<file path="src/inc/otp_pkg.sv">
// Constants for the over-temperature protection sequencer.
// Assumes a 200 MHz hclk and a single AHB-Lite master.
package otp_pkg;
    // ----------------------------------------------------------------
    // Clock and timing
    // ----------------------------------------------------------------
    localparam int CLK_MHZ          = 200;
    localparam int OT_FILTER_US     = 1000;
    localparam int OT_FILTER_CYC    = OT_FILTER_US * CLK_MHZ;
    localparam int OT_RELEASE_US    = 8;
    localparam int OT_RELEASE_CYC   = OT_RELEASE_US * CLK_MHZ;
    localparam int UV_FILTER_US     = 20;
    localparam int UV_FILTER_CYC    = UV_FILTER_US * CLK_MHZ;
    localparam int OT_HOLD_US       = 2000;
    localparam int OT_HOLD_CYC      = OT_HOLD_US * CLK_MHZ;
    localparam int UV_HOLD_US       = 2000;
    localparam int UV_HOLD_CYC      = UV_HOLD_US * CLK_MHZ;
    // ----------------------------------------------------------------
    // Register map (byte addresses)
    // ----------------------------------------------------------------
    localparam logic [7:0] ADDR_CTRL   = 8'h00;
    localparam logic [7:0] ADDR_STATE  = 8'h04;
    localparam logic [7:0] ADDR_IRQ_ST = 8'h08;
    localparam logic [7:0] ADDR_IRQ_MK = 8'h0C;
    // Control fields
    localparam int CTRL_EN_BIT        = 0;
    localparam logic [31:0] CTRL_RST  = 32'h0000_0001;
    localparam logic [31:0] MASK_RST  = 32'h0000_0000;
    // Status and interrupt fields
    localparam int EV_OT_TRIP  = 0;
    localparam int EV_UV_TRIP  = 1;
    localparam int EV_WARN     = 2;
    localparam int EV_RELEASE  = 3;
    localparam int EV_W        = 4;
    typedef enum logic [1:0] {OTP_S_IDLE, OTP_S_OT, OTP_S_UV} otp_state_e;
endpackage

</file>
<file path="src/rtl/otp_core.sv">
// Over-temperature and undervoltage protection sequencer with AHB-Lite registers.
// Assumes comparator inputs already synchronous to hclk.
//
// Summary of operation
// Trip after over-temperature lasting 1 ms
// Hold protection for full alarm hold
// After hold, release only with gate off
// Gate still on keeps protection after hold
// Hot above release level keeps protection
// One alarm pulse of hold length
// Short over-temperature spikes never trip
// Filter reset after 8 us cool
// Undervoltage alarm suppressed during thermal hold
// Clear needs gate off and cooled
// Undervoltage 20 us after clear trips alarm
// Undervoltage ends after hold, gate off, recovered
// Warning output low at warning level
// Warning returns high when cooled
// Warning precedes shutdown, no switching stop
// Trip during warning stops switching
// Undervoltage shorter than 20 us ignored
// Timers parameterised in cycles, cleared at reset
// Controller drives gate off on alarm
`timescale 1ns/1ps
module otp_core #(
    parameter int OT_FILTER_CYC  = otp_pkg::OT_FILTER_CYC,
    parameter int OT_RELEASE_CYC = otp_pkg::OT_RELEASE_CYC,
    parameter int UV_FILTER_CYC  = otp_pkg::UV_FILTER_CYC,
    parameter int OT_HOLD_CYC    = otp_pkg::OT_HOLD_CYC,
    parameter int UV_HOLD_CYC    = otp_pkg::UV_HOLD_CYC
) (
    // Clock and reset
    input  wire logic        hclk,
    input  wire logic        hresetn,
    // AHB-Lite slave
    input  wire logic        hsel,
    input  wire logic [7:0]  haddr,
    input  wire logic [1:0]  htrans,
    input  wire logic        hwrite,
    input  wire logic [2:0]  hsize,
    input  wire logic        hready,
    input  wire logic [31:0] hwdata,
    output logic      [31:0] hrdata,
    output logic             hreadyout,
    output logic             hresp,
    // Sensing comparators and gate command
    input  wire logic        chip_temp_above_trip,
    input  wire logic        chip_temp_above_release,
    input  wire logic        chip_temp_above_warning,
    input  wire logic        supply_below_uv,
    input  wire logic        supply_above_uv_release,
    input  wire logic        gate_command_input,
    // Device outputs
    output logic             gate_drive,
    output logic             soft_turnoff,
    output logic             fault_alarm_output,
    output logic             temp_warning_output_n,
    output logic             irq
);
    // ----------------------------------------------------------------
    // Counter widths
    // ----------------------------------------------------------------
    localparam int CW = 32;

    function automatic logic [CW-1:0] cnt_inc(input logic [CW-1:0] c);
        cnt_inc = c + 32'h0000_0001;
    endfunction

    // ----------------------------------------------------------------
    // Registers
    // ----------------------------------------------------------------
    otp_pkg::otp_state_e          state_r, state_nxt;
    logic [CW-1:0]                ot_filt_r, ot_cool_r, uv_filt_r, hold_r;
    logic [CW-1:0]                ot_filt_nxt, ot_cool_nxt, uv_filt_nxt, hold_nxt;
    logic                         alarm_r, alarm_nxt;
    logic                         warn_r;
    logic [31:0]                  ctrl_r, mask_r;
    logic [otp_pkg::EV_W-1:0]     stat_r;
    logic                         ph_valid_r, ph_write_r;
    logic [7:0]                   ph_addr_r;

    // ----------------------------------------------------------------
    // Detection filters
    // ----------------------------------------------------------------
    wire enable       = ctrl_r[otp_pkg::CTRL_EN_BIT];
    wire ot_detect    = (ot_filt_r >= CW'(OT_FILTER_CYC)) && chip_temp_above_trip;
    wire uv_detect    = (uv_filt_r >= CW'(UV_FILTER_CYC)) && supply_below_uv;
    wire hold_done    = (hold_r == '0);
    wire ot_trip      = enable && (state_r != otp_pkg::OTP_S_OT) && ot_detect;
    wire uv_trip      = enable && (state_r == otp_pkg::OTP_S_IDLE) && !ot_detect && uv_detect;
    wire ot_release   = hold_done && !gate_command_input && !chip_temp_above_release;
    wire uv_release   = hold_done && !gate_command_input && supply_above_uv_release;

    // Over-temperature filter counts above trip; an 8 us cool spell restarts it
    always_comb
    begin
        ot_cool_nxt = '0;
        ot_filt_nxt = ot_filt_r;
        if (!chip_temp_above_release)
        begin
            ot_cool_nxt = cnt_inc(ot_cool_r);
        end
        if (chip_temp_above_trip)
        begin
            if (ot_filt_r < CW'(OT_FILTER_CYC))
                ot_filt_nxt = cnt_inc(ot_filt_r);
        end
        else
        begin
            // Falling below trip ends the continuous run, so no spike can trip
            ot_filt_nxt = '0;
        end
        if (ot_cool_r >= CW'(OT_RELEASE_CYC))
            ot_filt_nxt = '0;
        if (state_r == otp_pkg::OTP_S_OT)
            ot_filt_nxt = '0;
    end

    // Undervoltage filter counts an uninterrupted low supply
    always_comb
    begin
        uv_filt_nxt = '0;
        if (supply_below_uv && uv_filt_r < CW'(UV_FILTER_CYC))
            uv_filt_nxt = cnt_inc(uv_filt_r);
        else if (supply_below_uv)
            uv_filt_nxt = uv_filt_r;
    end

    // ----------------------------------------------------------------
    // Protection sequencer
    // ----------------------------------------------------------------
    always_comb
    begin
        state_nxt = state_r;
        hold_nxt  = hold_done ? hold_r : hold_r - 32'h0000_0001;
        alarm_nxt = alarm_r && !hold_done;
        case (state_r)
            otp_pkg::OTP_S_IDLE:
            begin
                if (ot_trip)
                begin
                    state_nxt = otp_pkg::OTP_S_OT;
                    hold_nxt  = CW'(OT_HOLD_CYC);
                    alarm_nxt = 1'b1;
                end
                else if (uv_trip)
                begin
                    state_nxt = otp_pkg::OTP_S_UV;
                    hold_nxt  = CW'(UV_HOLD_CYC);
                    alarm_nxt = 1'b1;
                end
            end
            otp_pkg::OTP_S_OT:
            begin
                // Undervoltage is not sequenced here, so its alarm never shows
                if (ot_release)
                    state_nxt = otp_pkg::OTP_S_IDLE;
            end
            otp_pkg::OTP_S_UV:
            begin
                if (ot_trip)
                begin
                    state_nxt = otp_pkg::OTP_S_OT;
                    hold_nxt  = CW'(OT_HOLD_CYC);
                    alarm_nxt = 1'b1;
                end
                else if (uv_release)
                    state_nxt = otp_pkg::OTP_S_IDLE;
            end
            default:
                state_nxt = otp_pkg::OTP_S_IDLE;
        endcase
    end

    // All timers clear at reset
    always_ff @(posedge hclk or negedge hresetn)
    begin
        if (!hresetn)
        begin
            state_r   <= otp_pkg::OTP_S_IDLE;
            ot_filt_r <= '0;
            ot_cool_r <= '0;
            uv_filt_r <= '0;
            hold_r    <= '0;
            alarm_r   <= 1'b0;
            warn_r    <= 1'b0;
        end
        else
        begin
            state_r   <= state_nxt;
            ot_filt_r <= ot_filt_nxt;
            ot_cool_r <= ot_cool_nxt;
            uv_filt_r <= uv_filt_nxt;
            hold_r    <= hold_nxt;
            alarm_r   <= alarm_nxt;
            warn_r    <= chip_temp_above_warning;
        end
    end

    // Outputs: warning alone never blocks the gate
    wire protecting = (state_r != otp_pkg::OTP_S_IDLE);
    assign gate_drive            = gate_command_input && !protecting;
    assign soft_turnoff          = protecting;
    assign fault_alarm_output    = alarm_r;
    assign temp_warning_output_n = !warn_r;

    // ----------------------------------------------------------------
    // AHB-Lite slave: zero wait states, always OKAY
    // ----------------------------------------------------------------
    wire take      = hsel && hready && htrans[1];
    wire wr_ctrl   = ph_valid_r && ph_write_r && (ph_addr_r == otp_pkg::ADDR_CTRL);
    wire wr_mask   = ph_valid_r && ph_write_r && (ph_addr_r == otp_pkg::ADDR_IRQ_MK);
    wire rd_stat   = ph_valid_r && !ph_write_r && (ph_addr_r == otp_pkg::ADDR_IRQ_ST);
    // Event bits placed by their named positions, so the map lives in one place
    logic [otp_pkg::EV_W-1:0] ev;
    assign ev[otp_pkg::EV_OT_TRIP] = ot_trip;
    assign ev[otp_pkg::EV_UV_TRIP] = uv_trip;
    assign ev[otp_pkg::EV_WARN]    = chip_temp_above_warning & !warn_r;
    assign ev[otp_pkg::EV_RELEASE] = ot_release & (state_r == otp_pkg::OTP_S_OT);
    wire [31:0] state_word = {27'h0, warn_r, alarm_r, gate_drive, 2'(state_r)};

    assign hreadyout = 1'b1;
    assign hresp     = 1'b0;
    assign irq       = |(stat_r & mask_r[otp_pkg::EV_W-1:0]);

    // Read data mux; unmapped addresses read zero
    always_comb
    begin
        if (ph_addr_r == otp_pkg::ADDR_CTRL)
            hrdata = ctrl_r;
        else if (ph_addr_r == otp_pkg::ADDR_STATE)
            hrdata = state_word;
        else if (ph_addr_r == otp_pkg::ADDR_IRQ_ST)
            hrdata = {28'h0, stat_r};
        else if (ph_addr_r == otp_pkg::ADDR_IRQ_MK)
            hrdata = mask_r;
        else
            hrdata = 32'h0000_0000;
    end

    // Address phase capture and register writes; events win over read clear
    always_ff @(posedge hclk or negedge hresetn)
    begin
        if (!hresetn)
        begin
            ph_valid_r <= 1'b0;
            ph_write_r <= 1'b0;
            ph_addr_r  <= 8'h00;
            ctrl_r     <= otp_pkg::CTRL_RST;
            mask_r     <= otp_pkg::MASK_RST;
            stat_r     <= '0;
        end
        else
        begin
            ph_valid_r <= take;
            ph_write_r <= hwrite;
            ph_addr_r  <= take ? haddr : ph_addr_r;
            if (wr_ctrl)
                ctrl_r <= hwdata;
            if (wr_mask)
                mask_r <= hwdata;
            stat_r <= (rd_stat ? '0 : stat_r) | ev;
        end
    end

    // ----------------------------------------------------------------
    // Assertions
    // ----------------------------------------------------------------
    AST_TRIP_ALARM: assert property (@(posedge hclk) disable iff (!hresetn)
        ot_trip |=> fault_alarm_output && soft_turnoff)
        else $error("trip did not raise alarm");
    AST_HOLD_KEEP: assert property (@(posedge hclk) disable iff (!hresetn)
        (state_r == otp_pkg::OTP_S_OT && !hold_done) |=> state_r == otp_pkg::OTP_S_OT)
        else $error("left protection within hold");
    AST_GATE_ON_KEEP: assert property (@(posedge hclk) disable iff (!hresetn)
        (state_r == otp_pkg::OTP_S_OT && gate_command_input) |=> protecting)
        else $error("released with gate on");
    AST_HOT_KEEP: assert property (@(posedge hclk) disable iff (!hresetn)
        (state_r == otp_pkg::OTP_S_OT && chip_temp_above_release) |=> state_r == otp_pkg::OTP_S_OT)
        else $error("released while hot");
    AST_ONE_PULSE: assert property (@(posedge hclk) disable iff (!hresetn)
        $fell(fault_alarm_output) |-> ##1 !fault_alarm_output)
        else $error("alarm pulsed twice");
    AST_NO_SPIKE: assert property (@(posedge hclk) disable iff (!hresetn)
        !chip_temp_above_trip |=> !ot_detect)
        else $error("spike detected");
    AST_UV_MASK: assert property (@(posedge hclk) disable iff (!hresetn)
        (state_r == otp_pkg::OTP_S_OT) |-> !uv_trip)
        else $error("undervoltage during thermal hold");
    AST_WARN: assert property (@(posedge hclk) disable iff (!hresetn)
        chip_temp_above_warning |=> !temp_warning_output_n)
        else $error("warning not driven");
    AST_WARN_GATE: assert property (@(posedge hclk) disable iff (!hresetn)
        (!protecting && gate_command_input) |-> gate_drive)
        else $error("gate blocked without protection");

    // ----------------------------------------------------------------
    // Release, filter, undervoltage, warning, gate, hold and reset checks
    // ----------------------------------------------------------------
    // A satisfied release condition must actually free the switch
    AST_RELEASE_GATE_OFF: assert property (@(posedge hclk) disable iff (!hresetn)
        (state_r == otp_pkg::OTP_S_OT && ot_release) |=> state_r == otp_pkg::OTP_S_IDLE)
        else $error("release condition ignored");
    // Leaving thermal protection needs hold over, gate off and a cooled chip
    AST_CLEAR_NEEDS: assert property (@(posedge hclk) disable iff (!hresetn)
        (state_r == otp_pkg::OTP_S_OT && state_nxt == otp_pkg::OTP_S_IDLE)
        |-> (hold_done && !gate_command_input && !chip_temp_above_release))
        else $error("thermal clear without its conditions");
    // A long cool spell must empty the detection filter
    AST_FILTER_RESET: assert property (@(posedge hclk) disable iff (!hresetn)
        (ot_cool_r >= CW'(OT_RELEASE_CYC)) |=> ot_filt_r == '0)
        else $error("filter kept after cool spell");
    // A filtered undervoltage enters its own protection with the alarm
    AST_UV_TRIP: assert property (@(posedge hclk) disable iff (!hresetn)
        uv_trip |=> fault_alarm_output && state_r == otp_pkg::OTP_S_UV)
        else $error("undervoltage trip lost");
    // Undervoltage protection stays until its own release condition or an over-temperature trip
    AST_UV_END: assert property (@(posedge hclk) disable iff (!hresetn)
        (state_r == otp_pkg::OTP_S_UV && !uv_release && !ot_trip) |=> state_r == otp_pkg::OTP_S_UV)
        else $error("undervoltage released early");
    // Warning output goes back high once the chip cools below warning
    AST_WARN_OFF: assert property (@(posedge hclk) disable iff (!hresetn)
        !chip_temp_above_warning |=> temp_warning_output_n)
        else $error("warning stuck low");
    // Any protection state blocks the gate
    AST_TRIP_STOP: assert property (@(posedge hclk) disable iff (!hresetn)
        protecting |-> !gate_drive)
        else $error("gate driven during protection");
    // Protection within the hold always shows a soft turn-off
    AST_HOLD_SOFT: assert property (@(posedge hclk) disable iff (!hresetn)
        (state_r == otp_pkg::OTP_S_OT && !hold_done) |-> soft_turnoff)
        else $error("no soft turn-off within hold");
    // An interrupted low supply can never count as filtered
    AST_UV_SHORT: assert property (@(posedge hclk) disable iff (!hresetn)
        !supply_below_uv |=> !uv_detect)
        else $error("short undervoltage detected");
    // Hold and filter timers read zero while reset is held
    AST_RESET_CLEAR: assert property (@(posedge hclk)
        !hresetn |-> (hold_r == '0 && ot_filt_r == '0 && uv_filt_r == '0))
        else $error("timer not cleared in reset");

    // ----------------------------------------------------------------
    // Alarm pulse length
    // ----------------------------------------------------------------
    // Checking-only counter; a new trip restarts it since a trip reloads the hold
    localparam int LONG_HOLD = (OT_HOLD_CYC > UV_HOLD_CYC) ? OT_HOLD_CYC : UV_HOLD_CYC;
    logic [CW-1:0] alarm_len_r;
    always_ff @(posedge hclk or negedge hresetn)
    begin
        if (!hresetn)
            alarm_len_r <= '0;
        else if (!alarm_r || ot_trip || uv_trip)
            alarm_len_r <= '0;
        else
            alarm_len_r <= cnt_inc(alarm_len_r);
    end
    // However long protection lasts, the pulse ends with the hold
    AST_ALARM_LEN: assert property (@(posedge hclk) disable iff (!hresetn)
        alarm_len_r <= CW'(LONG_HOLD + 1))
        else $error("alarm longer than hold");
    // Every alarm rise starts with a loaded hold timer
    AST_ALARM_HOLD: assert property (@(posedge hclk) disable iff (!hresetn)
        $rose(fault_alarm_output) |-> !hold_done)
        else $error("alarm raised without hold");
endmodule

</file>
<file path="config.mk">
export PLATFORM = sky130hd
export DESIGN_NAME = otp_core
export DESIGN_NICKNAME = d
export VERILOG_FILES = /design/src/inc/otp_pkg.sv /design/src/rtl/otp_core.sv
export SDC_FILE = /design/constraint.sdc
export NUM_CORES = 1
export LEC_CHECK = 0
export ABC_AREA = 1
export BUFFER_PORTS_ARGS = -buffer_cell sky130_fd_sc_hd__buf_2
export CAP_MARGIN = 30
export CORE_ASPECT_RATIO = 0.6
export CORE_MARGIN = 10
export CORE_UTILIZATION = 47
export CTS_CLUSTER_SIZE = 12
export DETAILED_ROUTE_END_ITERATION = 8
export PLACE_DENSITY = 0.65
export SLEW_MARGIN = 0
export SYNTH_ARGS = -nofsm -noshare
export SYNTH_HDL_FRONTEND = slang
export SYNTH_SLANG_ARGS = --single-unit
</file>
<file path="constraint.sdc">
create_clock -name hclk -period 3.3 [get_ports hclk]
set_input_delay 0.33 -clock hclk [delete_from_list [all_inputs] [get_ports hclk]]
set_output_delay 0.33 -clock hclk [all_outputs]
set_load 0.02 [all_outputs]
</file>
### Yosys cells after proc, flatten, opt, wreduce, memory -nomap -nowiden

Index checks and enable logic that the tools add are counted.

* shift-type cells: 0
* multipliers: 0
* muxes and demuxes: 27
* $lt $le $gt $ge: 5
* add/sub/neg operators: 4
* reduce and logical (&&, ||, !) cells: 33
* bitwise logic cells: 4
* eq/ne operators: 11
* divide/modulo/power cells: 0

Operators with widths (number)
* $mux W32: 15
* $add A32 B1 Y32 const B: 3
* $pmux W32 S2: 1
* $ge A32 B11 Y1 const B: 1
* $ge A32 B12 Y1 const B: 1
* $ge A32 B18 Y1 const B: 1
* $logic_not A32 Y1: 1
* $lt A32 B12 Y1 const B: 1
* $lt A32 B18 Y1 const B: 1
* $sub A32 B1 Y32 const B: 1
* $logic_and A1 B1 Y1: 20
* $eq A8 B4 Y1 const B: 2
* $mux W2: 5
* $eq A8 B3 Y1 const B: 1
* $logic_not A8 Y1: 1
* $logic_not A1 Y1: 7
* $ne A3 B3 Y1 const B: 2
* $pmux W2 S3: 1
* $and A4 B4 Y4: 1
* $mux W4: 1
* $ne A2 B1 Y1 const B: 2
* $ne A4 B1 Y1 const B: 1
* $or A4 B4 Y4: 1
* $reduce_or A4 Y1: 1
* 9 further kinds: 12

* bits in writable memories: 0
* bits in read-only memories: 0
* bits in registers: 210
* latch bits: 0
* bits of input ports: 56
* memories kept: 0
* output and inout port bits: 39
* word-level logic and storage cells: 97

### Longest topological paths before layout

* depth after elaboration: 8
* mapped depth: 13
* depth with buffers taken out: 13

### Least setup slack after synthesis

No wires, ideal clock.

* path type: register -> output
* start: register ph_addr_r[1]
* end: output port hrdata[16]
* path buffers: 1
* required time: 2.970 ns
* arrival: 1.499 ns
* cell stages (with the launch flop): 6
* setup slack: 1.471 ns
* cells stage by stage: dfrtp_1 -> nor2_1 -> inv_2 -> nor4_4 -> clkbuf_1 -> a22o_1

* cells in the longest elaborated chain, start to end: 5
* elaborated cells between the ends (all ways): 8
* those cells by class: 3 x eq/ne; 4 x mux; 1 x reduce/logical

RTL lines
* start, declared: line otp_core.sv:80 `logic [7:0] ph_addr_r;`
* start signal, assigned: line otp_core.sv:257 `ph_addr_r <= take ? haddr : ph_addr_r;`
* $eq A8 B4 Y1: line otp_core.sv:235 `else if (ph_addr_r == otp_pkg::ADDR_IRQ_MK)`
* $mux W32: line otp_core.sv:235
* $mux W32: line otp_core.sv:233 `else if (ph_addr_r == otp_pkg::ADDR_IRQ_ST)`
* $mux W32: line otp_core.sv:231 `else if (ph_addr_r == otp_pkg::ADDR_STATE)`
* $mux W32 (*): line otp_core.sv:229 `if (ph_addr_r == otp_pkg::ADDR_CTRL)`
* end, declared: line otp_core.sv:43 `output logic [31:0] hrdata,`

Mark *: on every way between the ends. The rest lies on a longest branch, timed or not.

### Worst setup path in the final report

* start: register ph_addr_r[7]
* end: output port hrdata[6]

Same word-level chain as after synthesis.

==> results.json <==
{
  "reg2reg_setup_slack_ps": 1150,
  "dp_hpwl_um": 18370,
  "cts.sinks": 210,
  "fp-row-count": 42,
  "drive_above_1_share_pct": 13.13,
  "outcome": "finished, final reports clean",
  "synth_top_area_share_pct": 49.85,
  "hold_path_class": "in -> reg",
  "startpoint": "ph_addr_r[7]$_DFFE_PN0P_",
  "yosysSeqAreaShare_pct": 50.10,
  "power_uw": 5825,
  "synth_flop_cell": "dfrtp_1",
  "ir_drop_v": 0.0003616,
  "grt_max_degree": 90,
  "ys_types": 48,
  "area_growth_pct": 14.05,
  "core_mm2": 0.02202,
  "utilization_pct": 54.34,
  "setup.worst_path.start_class": "flip-flop",
  "crit_path_end": "hrdata[6]",
  "grt_first_pass_wirelength_um": 42800,
  "crit_family": "buffers and inverters",
  "syn_area_per_cell_um2": 8.127,
  "min_path_cells": 3,
  "fmaxAchievable_ghz": 0.3676,
  "maxCapViolations": 0,
  "portBuffers": 88,
  "synth_compound_area_share_pct": 10.38,
  "synthMuxAreaShare_pct": 0,
  "wl_um": 25480,
  "firstDrtPassIters": 5,
  "fin_tns_setup_ps": 0,
  "final_nets": 1450,
  "leakagePower_uw": 0.005758,
  "die-area_mm2": 0.02889,
  "finalCriticalPeriod_ps": 2721,
  "worst_slew_pin_slew_ps": 711.3,
  "required_ps": 2970,
  "die_w_um": 212.9,
  "reg2reg_depth": 11,
  "drc": 0,
  "worst_slack_ps": 579.5,
  "diodes": 0,
  "register_area_mm2": 0.005256,
  "post-place-ws_ps": 1039,
  "critPathBufInv": 4,
  "syn_nets": 1354,
  "fillCellCount": 2061,
  "synth_seq_cells": 210,
  "cp_max_fo": 27,
  "p_per_area_mw_per_mm2": 486.8,
  "endpoint_kind": "primary output",
  "start_util_pct": 47.65,
  "wire_per_inst_um": 15.10,
  "tritoncts": "yes",
  "syn-instance-count": 1291,
  "path_clk_slew_ps": 60,
  "cts_root_buffer": "clkbuf_16",
  "cts_buffers": 22,
  "yosys.area_share.adder_pct": 0.8348,
  "r2r-start": "ot_cool_r[18]$_DFF_PN0_",
  "track_usage_pct": 17.96,
  "die_h_um": 135.7,
  "synth-xor-area-share_pct": 3.924,
  "num_vias": 8689,
  "setup_violations": 0,
  "multi_input_area_mm2": 0.004431,
  "clock_path_buffers": 3,
  "hold_viol": 0,
  "antenna_left": 0,
  "async_reset_ff_share_pct": 100.0,
  "crit_top_cell": "inv_1",
  "crit_chain": "nor2_1 > nand2_1 > inv_1 > nand4_1 > inv_1 > buf_4 > a22o_1 > buf_2",
  "synthTopCellsByArea": "dfrtp_1 (50%), nand2_1 (10%), nor2_1 (6.0%)",
  "yosysTopAreaCell": "dfrtp_1",
  "finalMaxSlewViolations": 0,
  "viasPerCell": 5.151,
  "relSlewSlack_pct": 52.58,
  "critical_path_class": "reg -> out",
  "clock_latency_ps": 520,
  "r2r-end": "ot_filt_r[17]$_DFFE_PN0P_",
  "overflow": 0,
  "antenna_found_initial": 0,
  "synth_edf_count": 0,
  "fin_crit_sh_pct": 82.44,
  "max_stage_delay_ps": 380,
  "grt_pass1_vias": 8196,
  "yosysWarningCount": 0,
  "crit_arrival_ps": 2390,
  "io_pins": 95,
  "rsz0062_at_grt": "false",
  "critical_path_depth": 8,
  "fin_skew_ps": 10.51,
  "netlist_area_mm2": 0.01049,
  "synth_top_family_by_area": "simple AND/OR/NAND/NOR gates",
  "cp_slowest_cell": "dfrtp_1",
  "place_congestion": 0.9204,
  "ctsHtreeMaxLevel": 1,
  "synth-simple-area-share_pct": 27.02,
  "synth_common_cells": "nand2_1 (289), dfrtp_1 (209), nor2_1 (167)",
  "synth_most_common_cell": "nand2_1",
  "drt_iter0_drc": 793,
  "post_cts_resized": 0
}
==> cells in the final DEF (no fill, tap or decap), types with 28 or more instances in the layout <==
master	instances
buf_2	87
inv_1	159
nand3_1	48
nor2_1	167
xor2_1	28
a21oi_1	38
o21ai_0	62
nand2_1	289
o21ai_1	40
nor3_1	36
dfrtp_1	209
==> registers in the layout (all words and copies together) (netlist names) <==
name and count:
hold_r 32, uv_filt_r 32, ph_write_r 1, stat_r 4, mask_r 32, ph_addr_r 8
fault_alarm_output 1, state_r 2, ph_valid_r 1, ot_cool_r 32, ot_filt_r 32, warn_r 1
ctrl_r 32
==> logic make-up (layout without fill, tap and decap cells) <==
| kind of cell | after synthesis | count (layout) |
|---|---|---|
| AO/OA/AOI/OAI | 188 | 188 |
| XOR/XNOR | 47 | 47 |
| adder cells (fa/ha/maj) | 7 | 7 |
| buffers and inverters | 202 | 312 |
| flip-flops | 210 | 210 |
| other | 2 | 2 |
| AND/OR/NAND/NOR | 635 | 635 |
==> metrics by stage <==
stage | cell area [µm²] | hold WS, ps | cells
after CTS | 11950 | 8.132 | 1686
final | 11970 | 27.04 | 1687
after floorplan | 10490 | 34.41 | 1291
after global placement | 11220 | 385.7 | 1640
after global routing | 11970 | 18.72 | 1687
after detailed placement | 11220 | 380.2 | 1640
==> per-layer routing <==
layer	routed length (µm)	part of all wire [%]	global-route usage [%]	vias up
li1	-	-	-	4336
met1	13630	54	29.24	4108
met2	9941	39	23.63	218
met3	1641	6.4	3.720	27
met4	260	1.0	2.685	0
met5	0	0	0	-
==> worst register-to-register path, cell delays in order, from the launching register on <==
cell and delay [ps]:
dfrtp_1 450, nor2_1 110, nand2_1 60, nor2_1 250, nand2_1 100, nor2_2 110
buf_4 250, nand2_2 230, nand4_1 210, nor2_1 120, nor2_1 100, nor2_1 40
==> repair_timing <==
item                                   CTS  global route
hold buffers                             8             0
buffers inserted                         0             0
endpoints found under the hold margin   92             0
==> power by group <==
group          switching [µW]  internal (µW)  total (µW)
combinational             369            227         597
sequential                145           2780        2930
clock                     994           1310        2300
==> worst min-delay path by stage <==
stage / to / startpoint
floorplan: ctrl_r[10]$_DFFE_PN0P_ / hresetn
global placement: hold_r[11]$_DFF_PN0_ / hresetn
detailed placement: hold_r[11]$_DFF_PN0_ / hresetn
CTS: ph_addr_r[0]$_DFFE_PN0P_ / haddr[0]
global route: ph_addr_r[2]$_DFFE_PN0P_ / haddr[2]
finish: ph_addr_r[0]$_DFFE_PN0P_ / haddr[0]
==> final cells by class <==
cell class / count / area share [%]
Clock buffer: 35 / 5.270
Clock inverter: 3 / 0.1464
Inverter: 169 / 5.323
Multi-Input combinational cell: 879 / 37.03
Sequential cell: 210 / 43.93
Tap cell: 286 / 2.991
Timing Repair Buffer: 105 / 5.312
No activity file was read; power rests on OpenSTA's default activity.
